**src/sia_regs.svh**
```systemverilog
// Purpose: register offsets, field positions and reset values of the status block
// Assumes: byte offsets on a 16-bit register port
// Notes: definitions only
`ifndef SIA_REGS_SVH
`define SIA_REGS_SVH

`define SIA_ADDR_W 8
`define SIA_DATA_W 16
`define SIA_PORTS 16

// register offsets
`define SIA_OFF_MASTER_STATUS 8'h20
`define SIA_OFF_MASTER_MASK 8'h24
`define SIA_OFF_DMA_STATUS 8'h28
`define SIA_OFF_DMA_MASK 8'h2c
`define SIA_OFF_LB_STATUS 8'h30
`define SIA_OFF_LB_MASK 8'h34

// master status and mask fields
`define SIA_M_RX_ALIGN 0
`define SIA_M_TX_ALIGN 1
`define SIA_M_BIT_TESTER 2
`define SIA_M_PCI_SYS_ERR 3
`define SIA_M_PCI_PAR_ERR 4
`define SIA_M_LB_TIMEOUT 14
`define SIA_M_LB_IRQ 15
`define SIA_MASTER_VALID 16'hc01f

// dma status and mask fields
`define SIA_D_CHECKSUM 2
`define SIA_D_ABORT 3
`define SIA_D_LENGTH 4
`define SIA_D_OVERFLOW 5
`define SIA_D_LARGE_RD 6
`define SIA_D_LARGE_ERR 7
`define SIA_D_SMALL_RD 8
`define SIA_D_SMALL_ERR 9
`define SIA_DMA_STAT_VALID 16'h03fc
`define SIA_DMA_MASK_VALID 16'hfffc

// reset values
`define SIA_RST_STATUS 16'h0000
`define SIA_RST_MASK 16'h0000

`endif

```
**src/sia_pkg.sv**
```systemverilog
// Purpose: shared types of the status and interrupt block
// Assumes: offsets come from sia_regs.svh
// Notes: none
package sia_pkg;

  typedef logic [15:0] sia_word_t;
  typedef logic [7:0] sia_addr_t;

  // register selected by the current access
  typedef enum logic [2:0] {
    SIA_SEL_NONE = 3'b000,
    SIA_SEL_MSTAT = 3'b001,
    SIA_SEL_MMASK = 3'b010,
    SIA_SEL_DSTAT = 3'b011,
    SIA_SEL_DMASK = 3'b100,
    SIA_SEL_LSTAT = 3'b101,
    SIA_SEL_LMASK = 3'b110
  } sia_sel_t;

endpackage : sia_pkg

```
**src/sia_rc_status.sv**
```systemverilog
// Purpose: bank of sticky event bits cleared by a host read
// Assumes: event pulses come from logic on the same clock
// Notes: a set in the clearing cycle wins
`timescale 1ns/100ps
module sia_rc_status #(
  parameter int WIDTH = 16,
  parameter logic [WIDTH-1:0] VALID = '1
) (
  // clock and reset
  input wire logic core_clk,
  input wire logic nrst,
  // events and host read
  input wire logic [WIDTH-1:0] setPulse,
  input wire logic rdClr,
  // state
  output logic [WIDTH-1:0] status
);
  logic [WIDTH-1:0] status_q;
  logic [WIDTH-1:0] status_d;

  if (WIDTH < 1 || WIDTH > 16) begin : g_bad_width
    $error("sia_rc_status: WIDTH must be 1 to 16");
  end

  always_comb begin
    status_d = status_q;
    if (rdClr) begin
      status_d = '0;
    end
    status_d = (status_d | setPulse) & VALID;
  end

  always_ff @(posedge core_clk or negedge nrst) begin
    if (!nrst) begin
      status_q <= '0;
    end else begin
      status_q <= status_d;
    end
  end

  assign status = status_q;

endmodule : sia_rc_status

```
**src/sia_loop_status.sv**
```systemverilog
// Purpose: per-port loop code detector status bits
// Assumes: detector signals come from logic on the same clock
// Notes: a timed-out port holds its bit until its detector reset bit toggles
`timescale 1ns/100ps
module sia_loop_status #(
  parameter int PORTS = 16
) (
  // clock and reset
  input wire logic core_clk,
  input wire logic nrst,
  // detector side
  input wire logic [PORTS-1:0] portLoopCodeEvent,
  input wire logic [PORTS-1:0] loopSearchTimeout,
  input wire logic [PORTS-1:0] loopDetectorReset,
  // host read
  input wire logic rdClr,
  // state
  output logic [PORTS-1:0] status
);
  logic [PORTS-1:0] event_q;
  logic [PORTS-1:0] hold_q;
  logic [PORTS-1:0] rstPrev_q;
  logic [PORTS-1:0] rstToggle;

  if (PORTS < 1 || PORTS > 16) begin : g_bad_ports
    $error("sia_loop_status: PORTS must be 1 to 16");
  end

  assign rstToggle = loopDetectorReset ^ rstPrev_q;

  always_ff @(posedge core_clk or negedge nrst) begin
    if (!nrst) begin
      rstPrev_q <= '0;
    end else begin
      rstPrev_q <= loopDetectorReset;
    end
  end

  // validated code or first timeout: sticky, read clears, set wins
  always_ff @(posedge core_clk or negedge nrst) begin
    if (!nrst) begin
      event_q <= '0;
    end else begin
      event_q <= (rdClr ? '0 : event_q) | portLoopCodeEvent | loopSearchTimeout;
    end
  end

  // timeout holds its bit until the detector reset toggles
  always_ff @(posedge core_clk or negedge nrst) begin
    if (!nrst) begin
      hold_q <= '0;
    end else begin
      hold_q <= (hold_q & ~rstToggle) | loopSearchTimeout;
    end
  end

  assign status = event_q | hold_q;

endmodule : sia_loop_status

```
**src/sia_status_top.sv**
```systemverilog
// Purpose: status and interrupt registers with interrupt pin drive
// Assumes: 16-bit register port with byte offsets; events are one-cycle pulses
// Notes: read data and both interrupt pins come from flip-flops
`timescale 1ns/100ps
`include "sia_regs.svh"
module sia_status_top #(
  parameter int NUM_PORTS = `SIA_PORTS
) (
  // clock and reset
  input wire logic core_clk,
  input wire logic nrst,
  // register port
  input wire sia_pkg::sia_addr_t regAddr,
  input wire logic regWrEn,
  input wire logic regRdEn,
  input wire sia_pkg::sia_word_t regWrData,
  output sia_pkg::sia_word_t regRdData,
  // master events, one-cycle pulses
  input wire logic rxFrameAlignChange,
  input wire logic txFrameAlignChange,
  input wire logic bitTesterStateChange,
  input wire logic pciSystemError,
  input wire logic pciParityError,
  input wire logic localBusTimeoutError,
  input wire logic localBusIrqSeen,
  // receive dma and hdlc events, one-cycle pulses
  input wire logic rxChecksumError,
  input wire logic rxAbortSeen,
  input wire logic rxLengthViolation,
  input wire logic rxFifoOverflow,
  input wire logic largeFreeQueueRead,
  input wire logic largeFreeQueueEmptyError,
  input wire logic smallFreeQueueRead,
  input wire logic smallFreeQueueEmptyError,
  // loop code detectors, per port
  input wire logic [NUM_PORTS-1:0] portLoopCodeEvent,
  input wire logic [NUM_PORTS-1:0] loopSearchTimeout,
  input wire logic [NUM_PORTS-1:0] loopDetectorReset,
  // local bus mode pin, high in configuration mode
  input wire logic localBusConfigMode,
  // interrupt pins, active low
  output logic pciInterruptPin_n,
  output logic localInterruptPin_n
);
  import sia_pkg::*;

  // ==========================================================
  // parameter check
  if (NUM_PORTS < 1 || NUM_PORTS > `SIA_PORTS) begin : g_bad_ports
    $error("sia_status_top: NUM_PORTS must be 1 to 16");
  end

  // field positions must fit the register word
  if (`SIA_DATA_W != 16) begin : g_bad_word
    $error("sia_status_top: register word must be 16 bits");
  end

  if (`SIA_M_LB_IRQ >= `SIA_DATA_W || `SIA_D_SMALL_ERR >= `SIA_DATA_W) begin : g_bad_fields
    $error("sia_status_top: field position beyond the register word");
  end

  // ==========================================================
  // address decode
  function automatic sia_sel_t decodeAddr(input sia_addr_t addr);
    case (addr)
      `SIA_OFF_MASTER_STATUS: decodeAddr = SIA_SEL_MSTAT;
      `SIA_OFF_MASTER_MASK: decodeAddr = SIA_SEL_MMASK;
      `SIA_OFF_DMA_STATUS: decodeAddr = SIA_SEL_DSTAT;
      `SIA_OFF_DMA_MASK: decodeAddr = SIA_SEL_DMASK;
      `SIA_OFF_LB_STATUS: decodeAddr = SIA_SEL_LSTAT;
      `SIA_OFF_LB_MASK: decodeAddr = SIA_SEL_LMASK;
      default: decodeAddr = SIA_SEL_NONE;
    endcase
  endfunction : decodeAddr

  // any bit set with its mask enabled
  function automatic logic anyUnmasked(input sia_word_t stat, input sia_word_t mask);
    anyUnmasked = |(stat & mask);
  endfunction : anyUnmasked

  sia_sel_t sel;
  logic rdMstat;
  logic rdDstat;
  logic rdLstat;
  logic wrMmask;
  logic wrDmask;
  logic wrLmask;

  assign sel = decodeAddr(regAddr);
  assign rdMstat = regRdEn && (sel == SIA_SEL_MSTAT);
  assign rdDstat = regRdEn && (sel == SIA_SEL_DSTAT);
  assign rdLstat = regRdEn && (sel == SIA_SEL_LSTAT);
  assign wrMmask = regWrEn && (sel == SIA_SEL_MMASK);
  assign wrDmask = regWrEn && (sel == SIA_SEL_DMASK);
  assign wrLmask = regWrEn && (sel == SIA_SEL_LMASK);

  // ==========================================================
  // mode pin synchroniser
  logic cfgMeta_q;
  logic cfgMode_q;

  always_ff @(posedge core_clk or negedge nrst) begin
    if (!nrst) begin
      cfgMeta_q <= 1'b0;
      cfgMode_q <= 1'b0;
    end else begin
      cfgMeta_q <= localBusConfigMode;
      cfgMode_q <= cfgMeta_q;
    end
  end

  // ==========================================================
  // mask registers
  sia_word_t masterMask_q;
  sia_word_t dmaMask_q;
  sia_word_t loopMask_q;

  always_ff @(posedge core_clk or negedge nrst) begin
    if (!nrst) begin
      masterMask_q <= `SIA_RST_MASK;
    end else if (wrMmask) begin
      masterMask_q <= regWrData & `SIA_MASTER_VALID;
    end
  end

  always_ff @(posedge core_clk or negedge nrst) begin
    if (!nrst) begin
      dmaMask_q <= `SIA_RST_MASK;
    end else if (wrDmask) begin
      dmaMask_q <= regWrData & `SIA_DMA_MASK_VALID;
    end
  end

  always_ff @(posedge core_clk or negedge nrst) begin
    if (!nrst) begin
      loopMask_q <= `SIA_RST_MASK;
    end else if (wrLmask) begin
      loopMask_q <= regWrData & sia_word_t'({NUM_PORTS{1'b1}});
    end
  end

  // ==========================================================
  // master status
  sia_word_t masterSet;
  sia_word_t masterStat;

  always_comb begin
    masterSet = '0;
    masterSet[`SIA_M_RX_ALIGN] = rxFrameAlignChange;
    masterSet[`SIA_M_TX_ALIGN] = txFrameAlignChange;
    masterSet[`SIA_M_BIT_TESTER] = bitTesterStateChange;
    masterSet[`SIA_M_PCI_SYS_ERR] = pciSystemError;
    masterSet[`SIA_M_PCI_PAR_ERR] = pciParityError;
    masterSet[`SIA_M_LB_TIMEOUT] = localBusTimeoutError;
    masterSet[`SIA_M_LB_IRQ] = localBusIrqSeen;
  end

  sia_rc_status #(
    .WIDTH(16),
    .VALID(`SIA_MASTER_VALID)
  ) u_master_status (
    .core_clk(core_clk),
    .nrst(nrst),
    .setPulse(masterSet),
    .rdClr(rdMstat),
    .status(masterStat)
  );

  // ==========================================================
  // dma status
  sia_word_t dmaSet;
  sia_word_t dmaStat;

  always_comb begin
    dmaSet = '0;
    dmaSet[`SIA_D_CHECKSUM] = rxChecksumError;
    dmaSet[`SIA_D_ABORT] = rxAbortSeen;
    dmaSet[`SIA_D_LENGTH] = rxLengthViolation;
    dmaSet[`SIA_D_OVERFLOW] = rxFifoOverflow;
    dmaSet[`SIA_D_LARGE_RD] = largeFreeQueueRead;
    dmaSet[`SIA_D_LARGE_ERR] = largeFreeQueueEmptyError;
    dmaSet[`SIA_D_SMALL_RD] = smallFreeQueueRead;
    dmaSet[`SIA_D_SMALL_ERR] = smallFreeQueueEmptyError;
  end

  // read clears, a new event sets again
  sia_rc_status #(
    .WIDTH(16),
    .VALID(`SIA_DMA_STAT_VALID)
  ) u_dma_status (
    .core_clk(core_clk),
    .nrst(nrst),
    .setPulse(dmaSet),
    .rdClr(rdDstat),
    .status(dmaStat)
  );

  // ==========================================================
  // loop detector status
  logic [NUM_PORTS-1:0] loopStatPorts;
  sia_word_t loopStat;

  sia_loop_status #(
    .PORTS(NUM_PORTS)
  ) u_loop_status (
    .core_clk(core_clk),
    .nrst(nrst),
    .portLoopCodeEvent(portLoopCodeEvent),
    .loopSearchTimeout(loopSearchTimeout),
    .loopDetectorReset(loopDetectorReset),
    .rdClr(rdLstat),
    .status(loopStatPorts)
  );

  // ports above NUM_PORTS read zero
  assign loopStat = sia_word_t'(loopStatPorts);

  // ==========================================================
  // read data, registered, unmapped reads zero
  sia_word_t rdData_q;
  sia_word_t rdData_d;

  always_comb begin
    case (sel)
      SIA_SEL_MSTAT: rdData_d = masterStat;
      SIA_SEL_MMASK: rdData_d = masterMask_q;
      SIA_SEL_DSTAT: rdData_d = dmaStat;
      SIA_SEL_DMASK: rdData_d = dmaMask_q;
      SIA_SEL_LSTAT: rdData_d = loopStat;
      SIA_SEL_LMASK: rdData_d = loopMask_q;
      default: rdData_d = '0;
    endcase
  end

  always_ff @(posedge core_clk or negedge nrst) begin
    if (!nrst) begin
      rdData_q <= '0;
    end else if (regRdEn) begin
      rdData_q <= rdData_d;
    end
  end

  assign regRdData = rdData_q;

  // ==========================================================
  // interrupt pins
  sia_word_t masterLocalMask;
  logic pciReq;
  logic localReq;
  logic pciIntN_q;
  logic localIntN_q;

  // local bus irq seen reaches only the pci pin
  always_comb begin
    masterLocalMask = masterMask_q;
    masterLocalMask[`SIA_M_LB_IRQ] = 1'b0;
  end

  // per-source requests
  logic masterPciReq;
  logic masterLocalReq;
  logic loopReq;
  logic dmaReq;

  assign masterPciReq = anyUnmasked(masterStat, masterMask_q);
  assign masterLocalReq = anyUnmasked(masterStat, masterLocalMask);
  assign loopReq = anyUnmasked(loopStat, loopMask_q);
  assign dmaReq = anyUnmasked(dmaStat, dmaMask_q);

  assign pciReq = masterPciReq || loopReq || dmaReq;

  assign localReq = cfgMode_q && (masterLocalReq || loopReq || dmaReq);

  always_ff @(posedge core_clk or negedge nrst) begin
    if (!nrst) begin
      pciIntN_q <= 1'b1;
      localIntN_q <= 1'b1;
    end else begin
      pciIntN_q <= ~pciReq;
      localIntN_q <= ~localReq;
    end
  end

  assign pciInterruptPin_n = pciIntN_q;
  assign localInterruptPin_n = localIntN_q;

endmodule : sia_status_top

```
**config.mk**
```make
export PLATFORM = sky130hd
export DESIGN_NAME = sia_status_top
export DESIGN_NICKNAME = d
export VERILOG_FILES = /design/src/sia_pkg.sv /design/src/sia_rc_status.sv /design/src/sia_loop_status.sv /design/src/sia_status_top.sv
export VERILOG_INCLUDE_DIRS = /design/src /design/src/src
export SDC_FILE = /design/constraint.sdc
export NUM_CORES = 1
export LEC_CHECK = 0
export BUFFER_PORTS_ARGS = -buffer_cell sky130_fd_sc_hd__buf_2
export CORE_MARGIN = 3
export CORE_UTILIZATION = 50
export CTS_CLUSTER_DIAMETER = 120
export DETAILED_ROUTE_END_ITERATION = 8
export GPL_TIMING_DRIVEN = 0
export PLACE_DENSITY = 0.76
export REMOVE_ABC_BUFFERS = 1
export SYNTH_ARGS = -nofsm -noshare
export SYNTH_HDL_FRONTEND = slang
export SYNTH_SLANG_ARGS = --single-unit
```
**constraint.sdc**
```tcl
create_clock -name core_clk -period 1.6 [get_ports core_clk]
set_clock_uncertainty 0.05 [all_clocks]
set_input_delay 0.4 -clock core_clk [delete_from_list [all_inputs] [get_ports core_clk]]
set_output_delay 0.4 -clock core_clk [all_outputs]
set_load 0.02 [all_outputs]
```
# After elaboration in Yosys (flattened, before gate mapping)
# Cells that the tools add are included.
totals:
  register_bits: 120
  out_inout_bits: 18
op_classes:
  n_eq_ne: 12
  n_mux: 5
  bitwise_logic: 15
  n_reduce_logical: 15
op_table:
  columns: ["cell", "n"]
  rows:
  - ["case mux 16 bit (6 select lines)", 1]
  - ["bitwise OR 16 bit", 5]
  - ["OR reduction 16 bit", 4]
  - ["AND 16 bit", 3]
  - ["equality test 8 x 6 -> 1 bit, second input constant", 6]
  - ["two-way mux 16 bit", 2]
  - ["case mux 3 bit (6 select lines)", 1]
  - ["AND 10 x 16 -> 16 bit", 1]
  - ["AND 16 x 15 -> 16 bit", 1]
  - ["inverter 16 bit", 1]
  - ["XOR 16 bit", 1]
  - ["two-way mux 10 bit", 1]
  - ["bitwise OR 10 bit", 1]
  - ["equality test 3 bit, second input constant", 3]
  - ["logical AND 1 bit", 7]
  - ["equality test 3 x 2 -> 1 bit, second input constant", 2]
  - ["logical OR 1 bit", 4]
  - ["equality test 3 x 1 -> 1 bit, second input constant", 1]
  - ["inverter 1 bit", 2]

# Depth between registers and ports, before layout
# Gate-level depths: netlist of the first run.
logic_depth:
  ltp_word: 7
  mapped_depth: 7
  ltp_nobuf: 4

# By module
# Synthesis of the first run repeated with hierarchy kept, for this count alone.
hier_totals:
  hier_cells: 450
  hier_area_um2: 5560.3
modules_own_cells:
  columns: ["mod", "instances", "cells_each", "area_per_inst_um2"]
  rows:
  - ["sia_status_top", 1, 254, 3119.2]
  - ["sia_loop_status", 1, 145, 1810.5]
  - ["sia_rc_status (u_dma_status)", 1, 26, 327.8]
  - ["sia_rc_status (u_master_status)", 1, 25, 302.8]

# Worst setup path before layout of the first run
# No wires, ideal clock.
synth_timing:
  kind: "in2reg"
  start: "input regAddr[4]"
  end: "register dmaMask_q[10]"
  setup_time_ns: 0.125
  arrival_ns: 1.629
  t_required_ns: 1.425
  setup_slack_ns: -0.204
  stages: 6
  path_buffers: 2
  path_cell_list: "buf_2 inv_2 and3_1 nand4_1 buf_2 mux2_2"
synth_via:
  elab_chain_cells: 4
synth_rtl:
  columns: ["item", "line", "text"]
  rows:
  - ["start, declared", "sia_status_top.sv:13", "input wire sia_pkg::sia_addr_t regAddr,"]
  - ["equality test 8 x 6 -> 1 bit", "sia_status_top.sv:65", "case (addr)"]
  - ["case mux 3 bit (6 select lines) (*)", "sia_status_top.sv:65", null]
  - ["equality test 3 bit (*)", "sia_status_top.sv:94", "assign wrDmask = regWrEn && (sel == SIA_SEL_DMASK);"]
  - ["logical AND 1 bit (*)", "sia_status_top.sv:94", null]
  - ["end signal, assigned", "sia_status_top.sv:128", "dmaMask_q <= `SIA_RST_MASK;"]
  - ["end signal, assigned", "sia_status_top.sv:130", "dmaMask_q <= regWrData & `SIA_DMA_MASK_VALID;"]
  - ["end, declared", "sia_status_top.sv:115", "sia_word_t dmaMask_q;"]
# Every way passes the cells marked *; elsewhere a longest branch is shown, timed or not.
# A chain may end at the register's enable or synchronous reset.

# Worst setup path in the final report of the first run
layout_timing:
  start: "register u_loop_status.event_q[8]"
  end: "register pciIntN_q (netlist: pciInterruptPin_n)"
layout_via:
  elab_chain_cells: 6
layout_rtl:
  columns: ["item", "line", "text"]
  rows:
  - ["start, declared", "sia_loop_status.sv:20", "logic [PORTS-1:0] event_q;"]
  - ["start signal, assigned", "sia_loop_status.sv:44", "event_q <= (rdClr ? '0 : event_q) | portLoopCodeEvent | loopSearchTimeout;"]
  - ["bitwise OR 16 bit", "sia_loop_status.sv:57", "assign status = event_q | hold_q;"]
  - ["AND 16 bit", "sia_status_top.sv:78", "anyUnmasked = |(stat & mask);"]
  - ["OR reduction 16 bit", "sia_status_top.sv:78", null]
  - ["logical OR 1 bit (2 in a row)", "sia_status_top.sv:270", "assign pciReq = masterPciReq || loopReq || dmaReq;"]
  - ["inverter 1 bit", "sia_status_top.sv:279", "pciIntN_q <= ~pciReq;"]
  - ["end signal, assigned", "sia_status_top.sv:279", null]
  - ["end, declared", "sia_status_top.sv:250", "logic pciIntN_q;"]
# No other way between the ends.

==> summary.md, run 1 <==
| Metric | Value |
|---|---|
| Status | `completed` |
| Crit path max fanout | `3` |
| Htree depth | `4` |
| Post-synth ARST share | `100%` |
| Final Util | `68.5%` |
| RSZ-0062 raised after global routing | `yes` |
| Max Cap Viol | `0` |
| Bufs on Longest Clock Path | `2` |
| Antenna violations before repair | `1` |
| Critical path endpoint category | `flip-flop` |
| Slew Limit Headroom | `55.5%` |
| Drt drc | `0` |
| Hold Worst Slack | `0.0184 ns` |
| Synth Area in Compound Gates | `17.2%` |
| Largest family of logic cells by synthesized area | `compound AO/OA/AOI/OAI gates` |
| PortBufs | `109` |
| Setup TNS | `0 ns` |
| DRT iter0 DRCs | `240` |
| Worst Path Arrival | `1.96 ns` |
| Total power | `7.50 mW` |
| FMAX | `629 MHz` |
| Synth Area in Simple Gates | `5.40%` |
| Share of cells above drive strength 1 | `39.7%` |
| Xor-xnor portion of the synthesized cell area | `2.83%` |
| Avg Inst Size Synth | `13.2 sq um` |
| Final min period | `1.59 ns` |
| Post-synth cell types | `34` |
| Row Count | `35` |
| Root Driver | `clkbuf_8` |
| Setup crit start kind | `flip-flop` |
| Number of flops mapped to enable cells by yosys | `0` |
| Critical path class | `reg2reg` |
| Final global-route overflow total | `0` |
| # clock sinks | `120` |
| Num ports | `110` |
| Die footprint | `0.0112 sq mm` |
| # fillers | `701` |
| Hold WC Path Type | `in2reg` |
| Commonest non-fill, non-tap cells in the layout | `dfrtp_1 (118), buf_2 (105), mux2_2 (42)` |
| Core box area | `0.00946 sq mm` |
| Most common cell after layout, fill and taps aside | `dfrtp_1` |
| Post-synthesis mux area share | `12.2%` |
| Overall routed net length | `12200 microns` |
| Pwr dens | `1160 mW/mm^2` |
| Chip Height | `106 microns` |
| Register area share after synthesis | `60.6%` |
| Drt pass-1 iters | `4` |
| Worst VDD drop | `0.683 mV` |
| Synth Area in Adders | `0%` |
| Synth warn | `0` |
| Fin crit share | `99.3%` |
| Total Nets Final | `601` |
| Clock transition at path regs | `0.06 ns` |
| CTS tree | `yes` |
| Slew Limit Fails | `0` |
| Required @ worst endpoint | `1.97 ns` |
| GRT Total Usage | `22.8%` |
| Static Leakage | `2.88 nW` |
| Yosys reg bits | `120` |
| DR vias | `3627` |
| DRT antenna net count | `0` |
| Largest net degree at the start of global routing | `66` |
| Total CTS buffers | `17` |
| Area growth, synth to finish | `30.6%` |
| Placed wire-length estimate | `7990 microns` |
| Post-Syn Area | `0.00496 sq mm` |
| Finish-stage setup viols | `0` |
| Fin. Hold Viols | `0` |
| Cells after Synth | `376` |
| Initial Utilization | `52.4%` |
| Clock latency at the later pin of the worst-skew pair | `0.51 ns` |
| Synth Flop Type | `dfrtp_1` |
| GP Congestion | `0.762` |
| # diodes | `0` |
| Vias in the first global route | `3854` |
| DIE WIDTH | `106 microns` |
| Avg Vias per Cell | `5.57` |
| WL per Instance | `18.7 microns` |
| Slew @ Worst Pin | `0.667 ns` |
| First-pass GRT wire length | `19400 microns` |
## worst max-delay path, cell delays in order, from the launching register on
cell	delay, ns
dfrtp_1	0.40
o21ai_2	0.20
nand4_1	0.19
or4_4	0.47
a211oi_2	0.18
## cells by family after synthesis
family	count (synthesis)
and+or+nand+nor	53
xor gates and xnor gates	16
AOI/OAI and AO/OA	119
buffers and inverters	19
muxes	49
DFF	120
## synth_stat cells, types with 5 or more instances
master,instances,area [sq um]
a22oi_1,19,143
a211o_1,16,140
mux4_2,5,113
buf_2,7,35.0
o21ai_0,33,165
xnor2_1,16,140
dfrtp_1,118,2950
mux2_2,42,473
nand2_1,14,52.6
clkbuf_1,8,30.0
a21o_1,32,240
o2bb2ai_1,14,123
nor2_1,17,63.8
nand4_1,6,37.5
## final timing paths
kind	slack, ns	endpoint	from	depth (start not counted)
min in group asynchronous	0.36	u_loop_status.event_q[13]	nrst	2
hold reg to reg	0.32	cfgMode_q	cfgMeta_q	0
max in group asynchronous	0.45	u_master_status.status[1]	nrst	3
hold / removal	0.02	u_dma_status.status[8]	smallFreeQueueRead	2
setup / recovery	0.01	pciInterruptPin_n	u_loop_status.event_q[8]	4
setup reg to reg	0.01	pciInterruptPin_n	u_loop_status.event_q[8]	4
## registers in the layout (all words and copies together), names as in the netlist
| signal | cells |
|---|---|
| loopMask_q | 16 |
| u_loop_status.hold_q | 16 |
| pciInterruptPin_n | 1 |
| u_loop_status.rstPrev_q | 16 |
| u_loop_status.event_q | 16 |
| dmaMask_q | 14 |
| localInterruptPin_n | 1 |
| cfgMode_q | 1 |
| u_dma_status.status | 8 |
| u_master_status.status | 7 |
| regRdData | 16 |
| masterMask_q | 7 |
| cfgMeta_q | 1 |
## through the flow
stage	cells	worst slack [ns]	area, sq um
2_1_floorplan	359	-0.210	4880
3_3_place_gp	597	-1.59	5590
3_5_place_dp	598	-1.62	5620
4_1_cts	651	-0.00407	6460
5_1_grt	651	-0.0714	6480
6_report	651	0.0113	6480
## layer usage
layer	up-vias	wire length, microns	GRT usage [%]
met5	-	11	0
met4	2	193	7.96
met3	20	966	7.35
met2	146	6070	36.0
met1	1799	4960	29.8
li1	1660	-	-
## repair_timing
action	4_1_cts	5_1_grt
setup buffers	3	0
pin swaps	4	1
endpoints found under the hold margin	70	0
endpoints found under the setup margin	62	49
hold buffers	18	0
gates cloned	0	0
resized for setup	22	8
## layout make-up
type	instances	area, sq um	area share, %
tap	129	161	2.49
timing repair buffer	131	826	12.7
clock buffer	21	439	6.78
clock inverter	11	124	1.91
inverter	2	7.51	0.116
sequential	120	3010	46.4
multi-input combinational	237	1910	29.6
## report_power, final
part	internal [mW]	switching (mW)
combinational	0.327	0.323
sequential	3.17	0.0812
clock	2.25	1.34
Note: power is estimated with default switching activity, not from simulation.
==> inputs of run 2 (changes only) <==
--- a/config.mk
+++ b/config.mk
@@ -7,6 +7,7 @@
 export NUM_CORES = 1
 export LEC_CHECK = 0
 export BUFFER_PORTS_ARGS = -buffer_cell sky130_fd_sc_hd__buf_2
+export CORE_ASPECT_RATIO = 0.8
 export CORE_MARGIN = 3
 export CORE_UTILIZATION = 50
 export CTS_CLUSTER_DIAMETER = 120
==> summary.md, run 2 (same netlist as run 1, synthesis figures left out) <==
| Metric | Value |
|---|---|
| CP peak stage delay | `0.53 ns` |
| Met1 GRT Util | `31.3%` |
| Clock latency at the later pin of the worst-skew pair | `0.42 ns` |
| Fin crit share | `99.7%` |
| WL per Instance | `19.7 microns` |
| Critical path class | `reg2reg` |
| Area growth, synth to finish | `31.0%` |
| Dpl ws | `-1.57 ns` |
| Hold endpoint | `cfgMeta_q` |
| Static Leakage | `2.90 nW` |
| Final global-route overflow total | `0` |
| DR vias | `3669` |
| Max Cap Viol | `0` |
| Fin. Hold Viols | `0` |
| Drt drc | `0` |
| First-pass GRT wire length | `19800 microns` |
| Worst VDD drop | `1.18 mV` |
| GRT Total Usage | `23.4%` |
| Global Route met3 Usage | `7.24%` |
| Hold path startpoint | `localBusConfigMode` |
| Status | `completed` |
| Row Count | `31` |
| RSZ-0062 raised after global routing | `yes` |
| Critical path, cell by cell | `o21ai_0 > nand3_1 > or4_4 > a211oi_2` |
| Reg-to-reg setup timing slack | `0.005 ns` |
| Crit path max fanout | `3` |
| PortBufs | `109` |
| R2R depth | `4` |
| Share of cells above drive strength 1 | `41.9%` |
| Critical path endpoint category | `flip-flop` |
| Core box area | `0.00935 sq mm` |
| Total Nets Final | `587` |
| Num ports | `110` |
| Root Driver | `clkbuf_16` |
| Total power | `8.52 mW` |
| Slowest CP cell | `or4_4` |
| Overall routed net length | `12600 microns` |
| Final min period | `1.59 ns` |
| CTS tree | `yes` |
| Drt pass-1 iters | `6` |
| Placed wire-length estimate | `8290 microns` |
| Hold WC Path Type | `in2reg` |
| Worst r2r dst | `pciInterruptPin_n` |
| Htree depth | `4` |
| Die footprint | `0.0112 sq mm` |
| Pwr dens | `1310 mW/mm^2` |
| Most Crowded Layer GR | `met2` |
| RR Startpoint | `u_loop_status.event_q[6]` |
| FMAX | `627 MHz` |
| Hold Crit Depth | `1` |
| Clock transition at path regs | `0.06 ns` |
| Bufs on Longest Clock Path | `2` |
| # diodes | `0` |
| Commonest non-fill, non-tap cells in the layout | `dfrtp_1 (118), buf_2 (106), mux2_2 (42)` |
| # clock sinks | `120` |
| GP Congestion | `0.778` |
| DIE WIDTH | `117 microns` |
| Antenna violations before repair | `0` |
| Most common cell after layout, fill and taps aside | `dfrtp_1` |
| Initial Utilization | `53.1%` |
| Avg Vias per Cell | `5.73` |
| Slew Limit Headroom | `50.1%` |
| Setup crit start kind | `flip-flop` |
| DRT antenna net count | `0` |
| Setup ws final | `0.00529 ns` |
| Finish-stage setup viols | `0` |
| Met2 GRT Util | `37.3%` |
| Worst Path Arrival | `1.87 ns` |
| Chip Height | `95.1 microns` |
| Slew Limit Fails | `0` |
| Largest net degree at the start of global routing | `89` |
| Vias in the first global route | `3808` |
| Final Util | `69.5%` |
| Slew @ Worst Pin | `0.747 ns` |
| DRT iter0 DRCs | `281` |
| Total CTS buffers | `17` |
| Required @ worst endpoint | `1.88 ns` |
## run 2: power by group
part / total, mW / internal [mW] / switching (mW) / leakage, nW
Clock: 4.66 / 3.31 / 1.35 / 0.353
Sequential: 3.25 / 3.17 / 0.0826 / 1.41
Combinational: 0.607 / 0.284 / 0.323 / 1.14
Total: 8.52 / 6.76 / 1.76 / 2.90
## run 2: final cells by class
class | instances | area, sq um
well taps | 132 | 165
multi-input cells | 237 | 1920
flip-flops and latches | 120 | 3010
clock inverters | 13 | 272
repair buffers | 117 | 672
clock buffers | 19 | 453
fillers | 680 | 2850
inverters | 2 | 7.51
## run 2: worst max-delay path by stage
stage,startpoint,end,slack [ns],cells after the start
floorplan,regAddr[1],loopMask_q[0],-0.21,4
CTS,u_loop_status.event_q[1],localInterruptPin_n,0.002,4
global placement,regAddr[2],dmaMask_q[2],-1.56,4
finish,u_loop_status.event_q[6],pciInterruptPin_n,0.005,4
global route,u_loop_status.event_q[6],pciInterruptPin_n,-0.04,4
detailed placement,regAddr[2],dmaMask_q[5],-1.57,4
## run 2: worst max-delay path: cells and delay by family, from the launching register on
family | cells | cell delay [ns]
AND/OR/NAND/NOR | 2 | 0.70
flip-flops | 1 | 0.40
AO/OA/AOI/OAI | 2 | 0.37
## run 2: metrics by stage
stage	setup TNS (ns)	hold slack, ns	cells	area [sq um]
finish	0	0.0448	640	6500
global route	-0.0883	0.0434	640	6500
CTS	0	0.0386	638	6460
detailed placement	-75.37	0.253	601	5620
global placement	-228.75	0.293	600	5590
floorplan	-9.55	0.0544	359	4880
## run 2: routing by layer
| metal | share of wire [%] | wire length, microns |
|---|---|---|
| met1 | 44 | 5570 |
| met2 | 47 | 5970 |
| met3 | 7.9 | 999 |
| met4 | 0.74 | 93 |
| met5 | 0 | 0 |
## run 2: timing repair
| action | in CTS | in global routing |
|---|---|---|
| pin swaps | 6 | 4 |
| endpoints found under the setup margin | 79 | 47 |
| hold endpoints to repair | 30 | 0 |
| setup buffers | 4 | 2 |
| gates resized for setup | 22 | 9 |
| hold buffers | 1 | 0 |
